--- src/srld_pkg.sv ---
// ************************************************************
// shared constants and types
// ************************************************************
package srld_pkg;
  // register byte addresses, one aligned word each
  localparam logic [7:0] SRLD_CTRL_ADR   = 8'h00;
  localparam logic [7:0] SRLD_SPCMD_ADR  = 8'h04;
  localparam logic [7:0] SRLD_LIMLO_ADR  = 8'h08;
  localparam logic [7:0] SRLD_LIMHI_ADR  = 8'h0C;
  localparam logic [7:0] SRLD_RATE_ADR   = 8'h10;
  localparam logic [7:0] SRLD_PERIOD_ADR = 8'h14;
  localparam logic [7:0] SRLD_GAINA_ADR  = 8'h18;
  localparam logic [7:0] SRLD_GAINB_ADR  = 8'h1C;
  localparam logic [7:0] SRLD_GAINC_ADR  = 8'h20;
  localparam logic [7:0] SRLD_DBAND_ADR  = 8'h24;
  localparam logic [7:0] SRLD_STAT_ADR   = 8'h28;
  localparam logic [7:0] SRLD_WORK_ADR   = 8'h2C;
  localparam logic [7:0] SRLD_VALVE_ADR  = 8'h30;
  // reset values; limits default to the full measuring range
  localparam logic [15:0] SRLD_CTRL_RST   = 16'h001E;
  localparam logic [15:0] SRLD_LIMLO_RST  = 16'h0000;
  localparam logic [15:0] SRLD_LIMHI_RST  = 16'hFFFF;
  localparam logic [15:0] SRLD_RATE_RST   = 16'h0100;
  localparam logic [15:0] SRLD_PERIOD_RST = 16'h03E8;
  localparam logic [15:0] SRLD_GAIN_RST   = 16'h0004;
  // status bit positions
  localparam int SRLD_ST_REJECT = 0;
  localparam int SRLD_ST_INBAND = 1;
  localparam int SRLD_ST_RAMP   = 2;
  // timing: one update tick per millisecond
  localparam int SRLD_CLK_NS      = 10;
  localparam int SRLD_TICK_NS     = 1_000_000;
  localparam int SRLD_TICK_CYC    = SRLD_TICK_NS / SRLD_CLK_NS;
  localparam logic [15:0] SRLD_SEC_MS = 16'h03E8;
  // valve percentage scale
  localparam logic [6:0] SRLD_PCT_FULL = 7'h64;
  // controlled variable choice
  typedef enum logic [1:0] {
    SRLD_VAR_ABS   = 2'b00,
    SRLD_VAR_GAUGE = 2'b01,
    SRLD_VAR_DIFF  = 2'b10,
    SRLD_VAR_VALVE = 2'b11
  } srld_var_e;
  // control word layout, msb first
  typedef struct packed {
    logic [3:0] spare;      // reads zero
    logic [1:0] show;       // 00 none 01 screen 10 serial 11 both
    srld_var_e  ctrl_var;   // controlled variable
    logic       alg_sq;     // 1 squared derivative loop
    logic       band_close; // 1 close valve in band, 0 hold
    logic       rate_mode;  // 1 rate by change over period
    logic       zero_ramp;  // 1 ramp toward zero
    logic       pwr_ramp;   // 1 ramp from zero at power up
    logic       ramp_dn;    // downward ramping on
    logic       ramp_up;    // upward ramping on
    logic       src_analog; // 1 analog setpoint input
  } srld_cfg_s;
endpackage

--- src/srld_top.sv ---
// What this block does
// - ramp starts from zero after power up
// - power-up no-ramp jumps straight to target
// - hold limits, default full measuring range
// - refuse out-of-limit serial setpoint, flag error
// - clamp analog setpoint to nearest limit
// - limits stored as fraction of full scale
// - select pressure kind or valve drive
// - select pseudo or squared derivative loop
// - pseudo loop: D proportional, P integral
// - squared loop adds squared derivative damping
// - zero deadband disables it
// - band arms at setpoint, releases at edge
// - in band hold or close valve
// - rate per second or change per period
// - upward ramp off means immediate rise
// - downward ramp off means immediate fall
// - zero setpoint no-ramp snaps at once
// - valve drive reported as percentage
// - two-bit valve display mode select
`timescale 1ns/1ns
`default_nettype none
module srld_top
  import srld_pkg::*;
#(
  parameter int TICK_CYC = SRLD_TICK_CYC    // cycles per update tick
) (
  input  wire logic        clk_i,
  input  wire logic        rst_i,
  input  wire logic        wb_cyc_i,
  input  wire logic        wb_stb_i,
  input  wire logic        wb_we_i,
  input  wire logic [7:0]  wb_adr_i,
  input  wire logic [3:0]  wb_sel_i,
  input  wire logic [31:0] wb_dat_i,
  output logic      [31:0] wb_dat_o,
  output logic             wb_ack_o,
  input  wire logic [15:0] analog_sp_i,
  input  wire logic [15:0] pv_abs_i,
  input  wire logic [15:0] pv_gauge_i,
  input  wire logic [15:0] pv_diff_i,
  output logic      [15:0] valve_drive_o,
  output logic      [6:0]  valve_pct_o,
  output logic             show_screen_o,
  output logic             show_serial_o,
  output logic             sp_reject_o,
  output logic      [15:0] work_sp_o
);
  import srld_pkg::*;

  // ************************************************************
  // helpers
  // ************************************************************
  // merge low two byte lanes into a 16-bit register
  function automatic logic [15:0] lane16(input logic [15:0] old, input logic [31:0] d, input logic [3:0] s);
    lane16 = {s[1] ? d[15:8] : old[15:8], s[0] ? d[7:0] : old[7:0]};
  endfunction
  // saturate a signed value into the unsigned 16-bit range
  function automatic logic [15:0] sat16(input logic signed [47:0] v);
    if (v < 48'sd0) begin
      sat16 = 16'h0000;
    end else if (v > 48'sd65535) begin
      sat16 = 16'hFFFF;
    end else begin
      sat16 = v[15:0];
    end
  endfunction

  // ************************************************************
  // registers
  // ************************************************************
  logic [15:0] ctrl_reg;      // control word
  logic [15:0] limlo_reg;     // lower limit, fraction of full scale
  logic [15:0] limhi_reg;     // upper limit, fraction of full scale
  logic [15:0] rate_reg;      // units per second, or change per period
  logic [15:0] period_reg;    // period in ticks for change mode
  logic [15:0] gaina_reg;     // pseudo: D / squared: P
  logic [15:0] gainb_reg;     // pseudo: P / squared: I
  logic [15:0] gainc_reg;     // squared: D
  logic [15:0] dband_reg;     // deadband half width
  logic [15:0] target_reg;    // limited target setpoint
  logic [15:0] work_reg;      // ramped working setpoint
  logic        reject_reg;    // sticky refused command
  logic        rej_pulse_reg; // one-cycle refused pulse
  logic        pwr_reg;       // power-up ramp still pending
  logic        ack_reg;
  logic [31:0] rdat_reg;
  logic        in_band_reg;   // deadband active, read by status
  logic [6:0]  pct_reg;       // valve percentage, read by bus
  srld_cfg_s   cfg;
  assign cfg = ctrl_reg;

  // ************************************************************
  // wishbone slave, one wait cycle, write at the ack edge
  // ************************************************************
  wire req      = wb_cyc_i & wb_stb_i;
  wire wr_fire  = req & ack_reg & wb_we_i;
  wire sel_ctrl = wr_fire & (wb_adr_i == SRLD_CTRL_ADR);
  wire sel_sp   = wr_fire & (wb_adr_i == SRLD_SPCMD_ADR);
  wire sel_stat = wr_fire & (wb_adr_i == SRLD_STAT_ADR);
  wire [15:0] sp_cmd = lane16(target_reg, wb_dat_i, wb_sel_i);
  wire [15:0] ctrl_wr = lane16(ctrl_reg, wb_dat_i, wb_sel_i);
  // range test on the serial request
  wire sp_bad = (sp_cmd < limlo_reg) | (sp_cmd > limhi_reg);
  logic [15:0] rd16;

  // read mux; unmapped addresses read zero
  always_comb begin
    unique case (wb_adr_i)
      SRLD_CTRL_ADR:   rd16 = {4'h0, ctrl_reg[11:0]};
      SRLD_SPCMD_ADR:  rd16 = target_reg;
      SRLD_LIMLO_ADR:  rd16 = limlo_reg;
      SRLD_LIMHI_ADR:  rd16 = limhi_reg;
      SRLD_RATE_ADR:   rd16 = rate_reg;
      SRLD_PERIOD_ADR: rd16 = period_reg;
      SRLD_GAINA_ADR:  rd16 = gaina_reg;
      SRLD_GAINB_ADR:  rd16 = gainb_reg;
      SRLD_GAINC_ADR:  rd16 = gainc_reg;
      SRLD_DBAND_ADR:  rd16 = dband_reg;
      SRLD_STAT_ADR:   rd16 = {13'h0000, work_reg != target_reg, in_band_reg, reject_reg};
      SRLD_WORK_ADR:   rd16 = work_reg;
      SRLD_VALVE_ADR:  rd16 = {9'h000, pct_reg};
      default:         rd16 = 16'h0000;
    endcase
  end

  // ack rises one cycle after the request, drops the next
  always_ff @(posedge clk_i) begin
    if (rst_i) begin
      ack_reg  <= 1'b0;
      rdat_reg <= 32'h0000_0000;
    end else begin
      ack_reg  <= req & ~ack_reg;
      rdat_reg <= {16'h0000, rd16};
    end
  end

  // kept as fractions, shared by every variable
  always_ff @(posedge clk_i) begin
    if (rst_i) begin
      ctrl_reg   <= SRLD_CTRL_RST;
      limlo_reg  <= SRLD_LIMLO_RST;
      limhi_reg  <= SRLD_LIMHI_RST;
      rate_reg   <= SRLD_RATE_RST;
      period_reg <= SRLD_PERIOD_RST;
      gaina_reg  <= SRLD_GAIN_RST;
      gainb_reg  <= SRLD_GAIN_RST;
      gainc_reg  <= 16'h0000;
      dband_reg  <= 16'h0000;
    end else if (wr_fire) begin
      // spare top nibble always stored as zero
      if (sel_ctrl) ctrl_reg <= {4'h0, ctrl_wr[11:0]};
      if (wb_adr_i == SRLD_LIMLO_ADR) limlo_reg <= lane16(limlo_reg, wb_dat_i, wb_sel_i);
      if (wb_adr_i == SRLD_LIMHI_ADR) limhi_reg <= lane16(limhi_reg, wb_dat_i, wb_sel_i);
      if (wb_adr_i == SRLD_RATE_ADR) rate_reg <= lane16(rate_reg, wb_dat_i, wb_sel_i);
      if (wb_adr_i == SRLD_PERIOD_ADR) period_reg <= lane16(period_reg, wb_dat_i, wb_sel_i);
      if (wb_adr_i == SRLD_GAINA_ADR) gaina_reg <= lane16(gaina_reg, wb_dat_i, wb_sel_i);
      if (wb_adr_i == SRLD_GAINB_ADR) gainb_reg <= lane16(gainb_reg, wb_dat_i, wb_sel_i);
      if (wb_adr_i == SRLD_GAINC_ADR) gainc_reg <= lane16(gainc_reg, wb_dat_i, wb_sel_i);
      if (wb_adr_i == SRLD_DBAND_ADR) dband_reg <= lane16(dband_reg, wb_dat_i, wb_sel_i);
    end
  end

  // ************************************************************
  // analog setpoint input, three flops, accept when stable
  // ************************************************************
  logic [15:0] ana_s1_reg;
  logic [15:0] ana_s2_reg;
  logic [15:0] ana_s3_reg;
  logic [15:0] ana_reg;
  // pin crosses clock domain; stage one feeds only stage two
  always_ff @(posedge clk_i) begin
    if (rst_i) begin
      ana_s1_reg <= 16'h0000;
      ana_s2_reg <= 16'h0000;
      ana_s3_reg <= 16'h0000;
      ana_reg    <= 16'h0000;
    end else begin
      ana_s1_reg <= analog_sp_i;
      ana_s2_reg <= ana_s1_reg;
      ana_s3_reg <= ana_s2_reg;
      if (ana_s2_reg == ana_s3_reg) ana_reg <= ana_s3_reg;
    end
  end
  wire [15:0] ana_lim = (ana_reg < limlo_reg) ? limlo_reg :
                        (ana_reg > limhi_reg) ? limhi_reg : ana_reg;

  // ************************************************************
  // target setpoint and refusal flag
  // ************************************************************
  wire sp_take = sel_sp & ~cfg.src_analog & ~sp_bad;
  wire sp_refuse = sel_sp & ~cfg.src_analog & sp_bad;
  // analog source overrides; serial writes then have no effect
  always_ff @(posedge clk_i) begin
    if (rst_i) begin
      target_reg    <= 16'h0000;
      reject_reg    <= 1'b0;
      rej_pulse_reg <= 1'b0;
    end else begin
      if (cfg.src_analog) begin
        target_reg <= ana_lim;
      end else if (sp_take) begin
        target_reg <= sp_cmd;
      end
      // refused command sets sticky error, set beats clear
      rej_pulse_reg <= sp_refuse;
      if (sp_refuse) begin
        reject_reg <= 1'b1;
      end else if (sel_stat & wb_sel_i[0] & wb_dat_i[SRLD_ST_REJECT]) begin
        reject_reg <= 1'b0;
      end
    end
  end

  // ************************************************************
  // update tick and ramp period counter
  // ************************************************************
  logic [31:0] tick_cnt_reg;
  logic [15:0] per_cnt_reg;
  wire         tick = (tick_cnt_reg == 32'(TICK_CYC - 1));
  // per-second mode uses a fixed one-second period
  wire [15:0]  per_len = cfg.rate_mode ? ((period_reg == 16'h0000) ? 16'h0001 : period_reg) : SRLD_SEC_MS;
  wire         ramp_tick = tick & (per_cnt_reg >= per_len - 16'h0001);
  always_ff @(posedge clk_i) begin
    if (rst_i) begin
      tick_cnt_reg <= 32'h0000_0000;
      per_cnt_reg  <= 16'h0000;
    end else begin
      tick_cnt_reg <= tick ? 32'h0000_0000 : tick_cnt_reg + 32'h0000_0001;
      if (ramp_tick) begin
        per_cnt_reg <= 16'h0000;
      end else if (tick) begin
        per_cnt_reg <= per_cnt_reg + 16'h0001;
      end
    end
  end

  // ************************************************************
  // ramp generator
  // ************************************************************
  wire        going_up = target_reg > work_reg;
  wire        going_dn = target_reg < work_reg;
  wire [15:0] gap = going_up ? target_reg - work_reg : work_reg - target_reg;
  wire jump = (going_up & ~cfg.ramp_up) | (going_dn & ~cfg.ramp_dn) |
              ((target_reg == 16'h0000) & ~cfg.zero_ramp) | (pwr_reg & ~cfg.pwr_ramp);
  logic [15:0] work_next;
  // step at most one rate per period, clipped at target
  always_comb begin
    work_next = work_reg;
    if (jump) begin
      work_next = target_reg;
    end else if (ramp_tick) begin
      if (gap <= rate_reg) begin
        work_next = target_reg;
      end else if (going_up) begin
        work_next = work_reg + rate_reg;
      end else begin
        work_next = work_reg - rate_reg;
      end
    end
  end
  // working setpoint starts at zero, stored value ignored
  always_ff @(posedge clk_i) begin
    if (rst_i) begin
      work_reg <= 16'h0000;
      pwr_reg  <= 1'b1;
    end else begin
      work_reg <= work_next;
      // pending until a non-zero target is reached; the zero reset target must not use it up
      if ((work_reg == target_reg) && (target_reg != 16'h0000)) pwr_reg <= 1'b0;
    end
  end

  // ************************************************************
  // control loop
  // ************************************************************
  logic [15:0] drive_reg;
  logic [15:0] pv_prev_reg;
  logic signed [31:0] integ_reg;
  logic        e_neg_reg;
  logic [15:0] pv;
  // process value picked by the controlled variable
  always_comb begin
    unique case (cfg.ctrl_var)
      SRLD_VAR_ABS:   pv = pv_abs_i;
      SRLD_VAR_GAUGE: pv = pv_gauge_i;
      SRLD_VAR_DIFF:  pv = pv_diff_i;
      SRLD_VAR_VALVE: pv = drive_reg;
    endcase
  end
  wire signed [47:0] err  = $signed({32'h0000_0000, work_reg}) - $signed({32'h0000_0000, pv});
  wire signed [47:0] derr = $signed({32'h0000_0000, pv}) - $signed({32'h0000_0000, pv_prev_reg});
  wire signed [47:0] aerr = err[47] ? -err : err;
  wire signed [47:0] ade  = derr[47] ? -derr : derr;
  // larger D shifts the proportional term down
  wire signed [47:0] p_pseudo = err >>> gaina_reg[3:0];
  wire signed [47:0] p_sq = (err * $signed({32'h0000_0000, gaina_reg})) >>> 8;
  wire signed [47:0] de2  = (derr * ade) >>> 8;
  wire signed [47:0] d_sq = (de2 * $signed({32'h0000_0000, gainc_reg})) >>> 8;
  wire signed [47:0] i_add = (err * $signed({32'h0000_0000, gainb_reg})) >>> 12;
  wire [15:0] integ_new = sat16(48'(integ_reg) + i_add);
  // algorithm chosen by the control word
  wire signed [47:0] u = cfg.alg_sq ? 48'(integ_reg) + p_sq - d_sq : 48'(integ_reg) + p_pseudo;
  // symmetric window about the working setpoint
  wire at_edge = aerr >= $signed({32'h0000_0000, dband_reg});
  // armed on reaching or crossing the setpoint
  wire reached = (err == 48'sd0) | (err[47] != e_neg_reg);
  wire band_next = (dband_reg != 16'h0000) & (in_band_reg ? ~at_edge : (reached & ~at_edge));

  // loop runs once per tick; integrator frozen while in band
  always_ff @(posedge clk_i) begin
    if (rst_i) begin
      drive_reg   <= 16'h0000;
      pv_prev_reg <= 16'h0000;
      integ_reg   <= 32'sd0;
      in_band_reg <= 1'b0;
      e_neg_reg   <= 1'b0;
    end else if (tick) begin
      pv_prev_reg <= pv;
      e_neg_reg   <= err[47];
      in_band_reg <= band_next;
      // hold or close while in band
      if (band_next) begin
        if (cfg.band_close) drive_reg <= 16'h0000;
      end else begin
        integ_reg <= $signed({16'h0000, integ_new});
        drive_reg <= sat16(u);
      end
    end
  end

  // ************************************************************
  // reporting outputs
  // ************************************************************
  // closed valve reads 0 percent, as does any drive under 1 percent
  wire [22:0] pct_mul = 23'(drive_reg) * 23'(SRLD_PCT_FULL);
  always_ff @(posedge clk_i) begin
    if (rst_i) begin
      pct_reg       <= 7'h00;
      show_screen_o <= 1'b0;
      show_serial_o <= 1'b0;
    end else begin
      pct_reg       <= pct_mul[22:16];
      show_screen_o <= cfg.show[0];
      show_serial_o <= cfg.show[1];
    end
  end
  assign wb_ack_o      = ack_reg;
  assign wb_dat_o      = rdat_reg;
  assign valve_drive_o = drive_reg;
  assign valve_pct_o   = pct_reg;
  assign sp_reject_o   = rej_pulse_reg;
  assign work_sp_o     = work_reg;
endmodule
`default_nettype wire

--- config.mk ---
export PLATFORM = sky130hd
export DESIGN_NAME = srld_top
export DESIGN_NICKNAME = d
export VERILOG_FILES = /design/src/srld_pkg.sv /design/src/srld_top.sv
export SDC_FILE = /design/constraint.sdc
export NUM_CORES = 2
export LEC_CHECK = 0
export ABC_AREA = 1
export BUFFER_PORTS_ARGS = -buffer_cell sky130_fd_sc_hd__buf_2
export CELL_PAD_IN_SITES_DETAIL_PLACEMENT = 2
export CELL_PAD_IN_SITES_GLOBAL_PLACEMENT = 2
export CORE_ASPECT_RATIO = 1.5
export CORE_UTILIZATION = 37
export DETAILED_ROUTE_END_ITERATION = 8
export PLACE_DENSITY = 0.85
export SYNTH_ARGS = -nofsm -noshare
export SYNTH_HDL_FRONTEND = slang
export SYNTH_SLANG_ARGS = --single-unit
--- constraint.sdc ---
create_clock -name clk_i -period 34.7 [get_ports clk_i]
set_clock_uncertainty 0.1 [all_clocks]
set_input_delay 6.94 -clock clk_i [delete_from_list [all_inputs] [get_ports clk_i]]
set_output_delay 6.94 -clock clk_i [all_outputs]
set_load 0.02 [all_outputs]
==> results.json <==
{
  "critPathMaxFanout": 16,
  "yosysUniqueCellTypes": 77,
  "tightestPinTransition_ns": 1.555,
  "max-slew-margin-rel": -0.03675,
  "grt_start_max_net_pins": 144,
  "via_count": 84899,
  "num-nets-final": 14730,
  "antenna_found_initial": 42,
  "ios": 188,
  "hold_path_depth": 2,
  "synth_area_leaders": "fa_1 (37%), inv_1 (12%), ha_1 (10%)",
  "tns_ns": 0,
  "first_global_vias": 101101,
  "avgSynthCellArea_sq_um": 7.532,
  "initial_core_util": 0.3732,
  "drv_slew": 1,
  "path_common_cell": "nand2_1",
  "crit_slowest_cell": "clkinv_1",
  "clkSinkCount": 363,
  "viasPerCell": 5.482,
  "hold_path.class": "register to register",
  "cts_buffers": 42,
  "worstSetupStartpointType": "input pin",
  "portBuffers": 153,
  "gp_congestion": 0.9927,
  "synth_ff_type": "dfxtp_1",
  "n_fill_cell": 28362,
  "dr.pass1.iters": 6,
  "end_kind": "register",
  "grt_overflow_total": 0,
  "async_flop_share": 0,
  "grtUsageTotal": 0.3621,
  "die_y_microns": 604.6,
  "yosysWarnings": 0,
  "wl_met1_microns": 145600,
  "crit_type": "input pin to register",
  "rows": 220,
  "postSynthCellCount": 11893,
  "drv_cap": 0,
  "syn_area_sq_mm": 0.08958,
  "cts_tree": "built",
  "worst_setup_hold_path_clk_slew_ns": 0.06,
  "yosysMostFrequentCell": "inv_1",
  "rsz0062_at_grt": "false",
  "die_w_microns": 403.7,
  "core_sq_mm": 0.2400,
  "met2_length_microns": 220000,
  "area_delta_synth_final_pct": 8.006,
  "drive_gt1_frac": 0.03879,
  "setup_viol": 0,
  "synthDominantCellAreaShare": 0.3717,
  "failed_checks": "slew limit",
  "grt_pass1_wl_microns": 650500,
  "status": "finished with violations",
  "critical-path-max-stage-delay_ns": 0.69,
  "synth-edff-count": 0,
  "ant_nets": 0,
  "hpwl_microns": 369500,
  "hold_viol_final": 0,
  "fin_crit_ns": 27.56,
  "arrival_ns": 27.95,
  "critical_path_required_ns": 35.09,
  "wl_per_cell_microns": 28.38,
  "fin_util": 0.4031,
  "cts_resized": 0,
  "clock_latency_ns": 0.67,
  "ff2ff_path_depth": 86,
  "finalCritPeriodShare": 0.7942,
  "hold_slack_ns": 0.3112,
  "htreeDepth": 2,
  "largest_reg_flops": 32,
  "yosysTopAreaCell": "fa_1",
  "drt_first_iter_violations": 4828,
  "dieArea_sq_mm": 0.2441,
  "clockBufferDepth": 3,
  "drcViolationCount": 0,
  "root_buffer": "clkbuf_16",
  "yosysSeqAreaShare": 0.08113,
  "top_layer": "met5",
  "wl_microns": 439500,
  "synthTopCellsByCount": "inv_1 (2885), nand2_1 (2242), fa_1 (1663), nor2_1 (1232), ha_1 (743)",
  "synth_seq_cells": 363,
  "max_freq_ghz": 0.03629,
  "ctsHoldBuffers": 0,
  "met3_wirelength_microns": 26450,
  "cts_setup_buffers": 0
}
## path summary, 6_finish.rpt
kind	endpoint	slack [ns]	start
max reg2reg	valve_drive_o[4]$_SDFFE_PP0P_	11.48	cfg[9]$_SDFFE_PP0P_
min	ana_s2_reg[1]$_SDFF_PP0_	0.31	ana_s1_reg[1]$_SDFF_PP0_
min reg2reg	ana_s2_reg[1]$_SDFF_PP0_	0.31	ana_s1_reg[1]$_SDFF_PP0_
max	valve_drive_o[4]$_SDFFE_PP0P_	7.14	pv_gauge_i[6]
## critical path: cells and delay by family
family                   cells  cell delay, ns
buffers and inverters       17            2.91
adder cells (fa/ha/maj)     17            8.13
AO/OA/AOI/OAI               12            3.35
AND/OR/NAND/NOR             35            6.02
XOR/XNOR                     2            0.54
## metal layers
| metal | vias up | track usage |
|---|---|---|
| met5 | - | 0.0001971 |
| met4 | 28 | 0.3272 |
| met3 | 1876 | 0.07613 |
| met2 | 3303 | 0.6385 |
| met1 | 43558 | 0.3553 |
| li1 | 36134 | - |
## kinds of logic (layout without fill, tap and decap cells)
logic type | after synthesis | after routing | synth area share
other | 2 | 395 | 0.00008384
muxes | 4 | 4 | 0.0004470
DFF | 363 | 363 | 0.08113
AOI/OAI and AO/OA | 1444 | 1444 | 0.09146
xor gates and xnor gates | 241 | 241 | 0.02402
and+or+nand+nor | 4142 | 4142 | 0.1882
adders and majority gates | 2406 | 2406 | 0.4754
buffers and inverters | 3291 | 3273 | 0.1392
## placed cells by master (no fill, tap or decap), types with 28 or more instances in the layout
master     netlist  final
inv_1         2885   2882
o211ai_1        53     53
o22ai_1         66     64
or2_2           51     51
o21ai_1         24     30
nor3_1          65     65
nand3_1        331    331
conb_1           2    371
clkinv_1        30     30
o21bai_1        39     39
xor2_1         142    135
ha_1           743    743
buf_2           22    152
nand2_1       2242   2242
a21o_1          28     28
a31oi_1         37     37
fa_1          1663   1663
dfxtp_1        363    362
xnor2_1         95     93
clkbuf_16        0     42
o21ai_0        456    450
buf_4           21    106
nor4_1          35     35
nor2_1        1232   1232
a21oi_1        582    581
a221oi_1        30     30
nand4_1        110    110
## per-stage QoR
stage                     instances  instance area (sq um)  setup slack [ns]
after floorplan               12262                  90960             12.76
after global placement        15386                  95190             7.513
after detailed placement      15386                  95190             6.822
after CTS                     15463                  96670             7.433
after global routing          15469                  96700             6.334
final                         15487                  96750             7.142
## layout make-up
class                      count  area, sq um  share of cell area
clock buffer                  58         1211             0.01252
clock inverter                19        269.0            0.002780
antenna                       24        60.06           0.0006208
tap                         3219         4028             0.04163
inverter                    2937        11030              0.1140
multi-input combinational   8608        71310              0.7370
timing repair buffer         259         1577             0.01629
sequential                   363         7268             0.07512
Power is left out: the tool's default activity adds up to more than one toggle a clock period on the data nets, which glitch-free logic cannot reach.
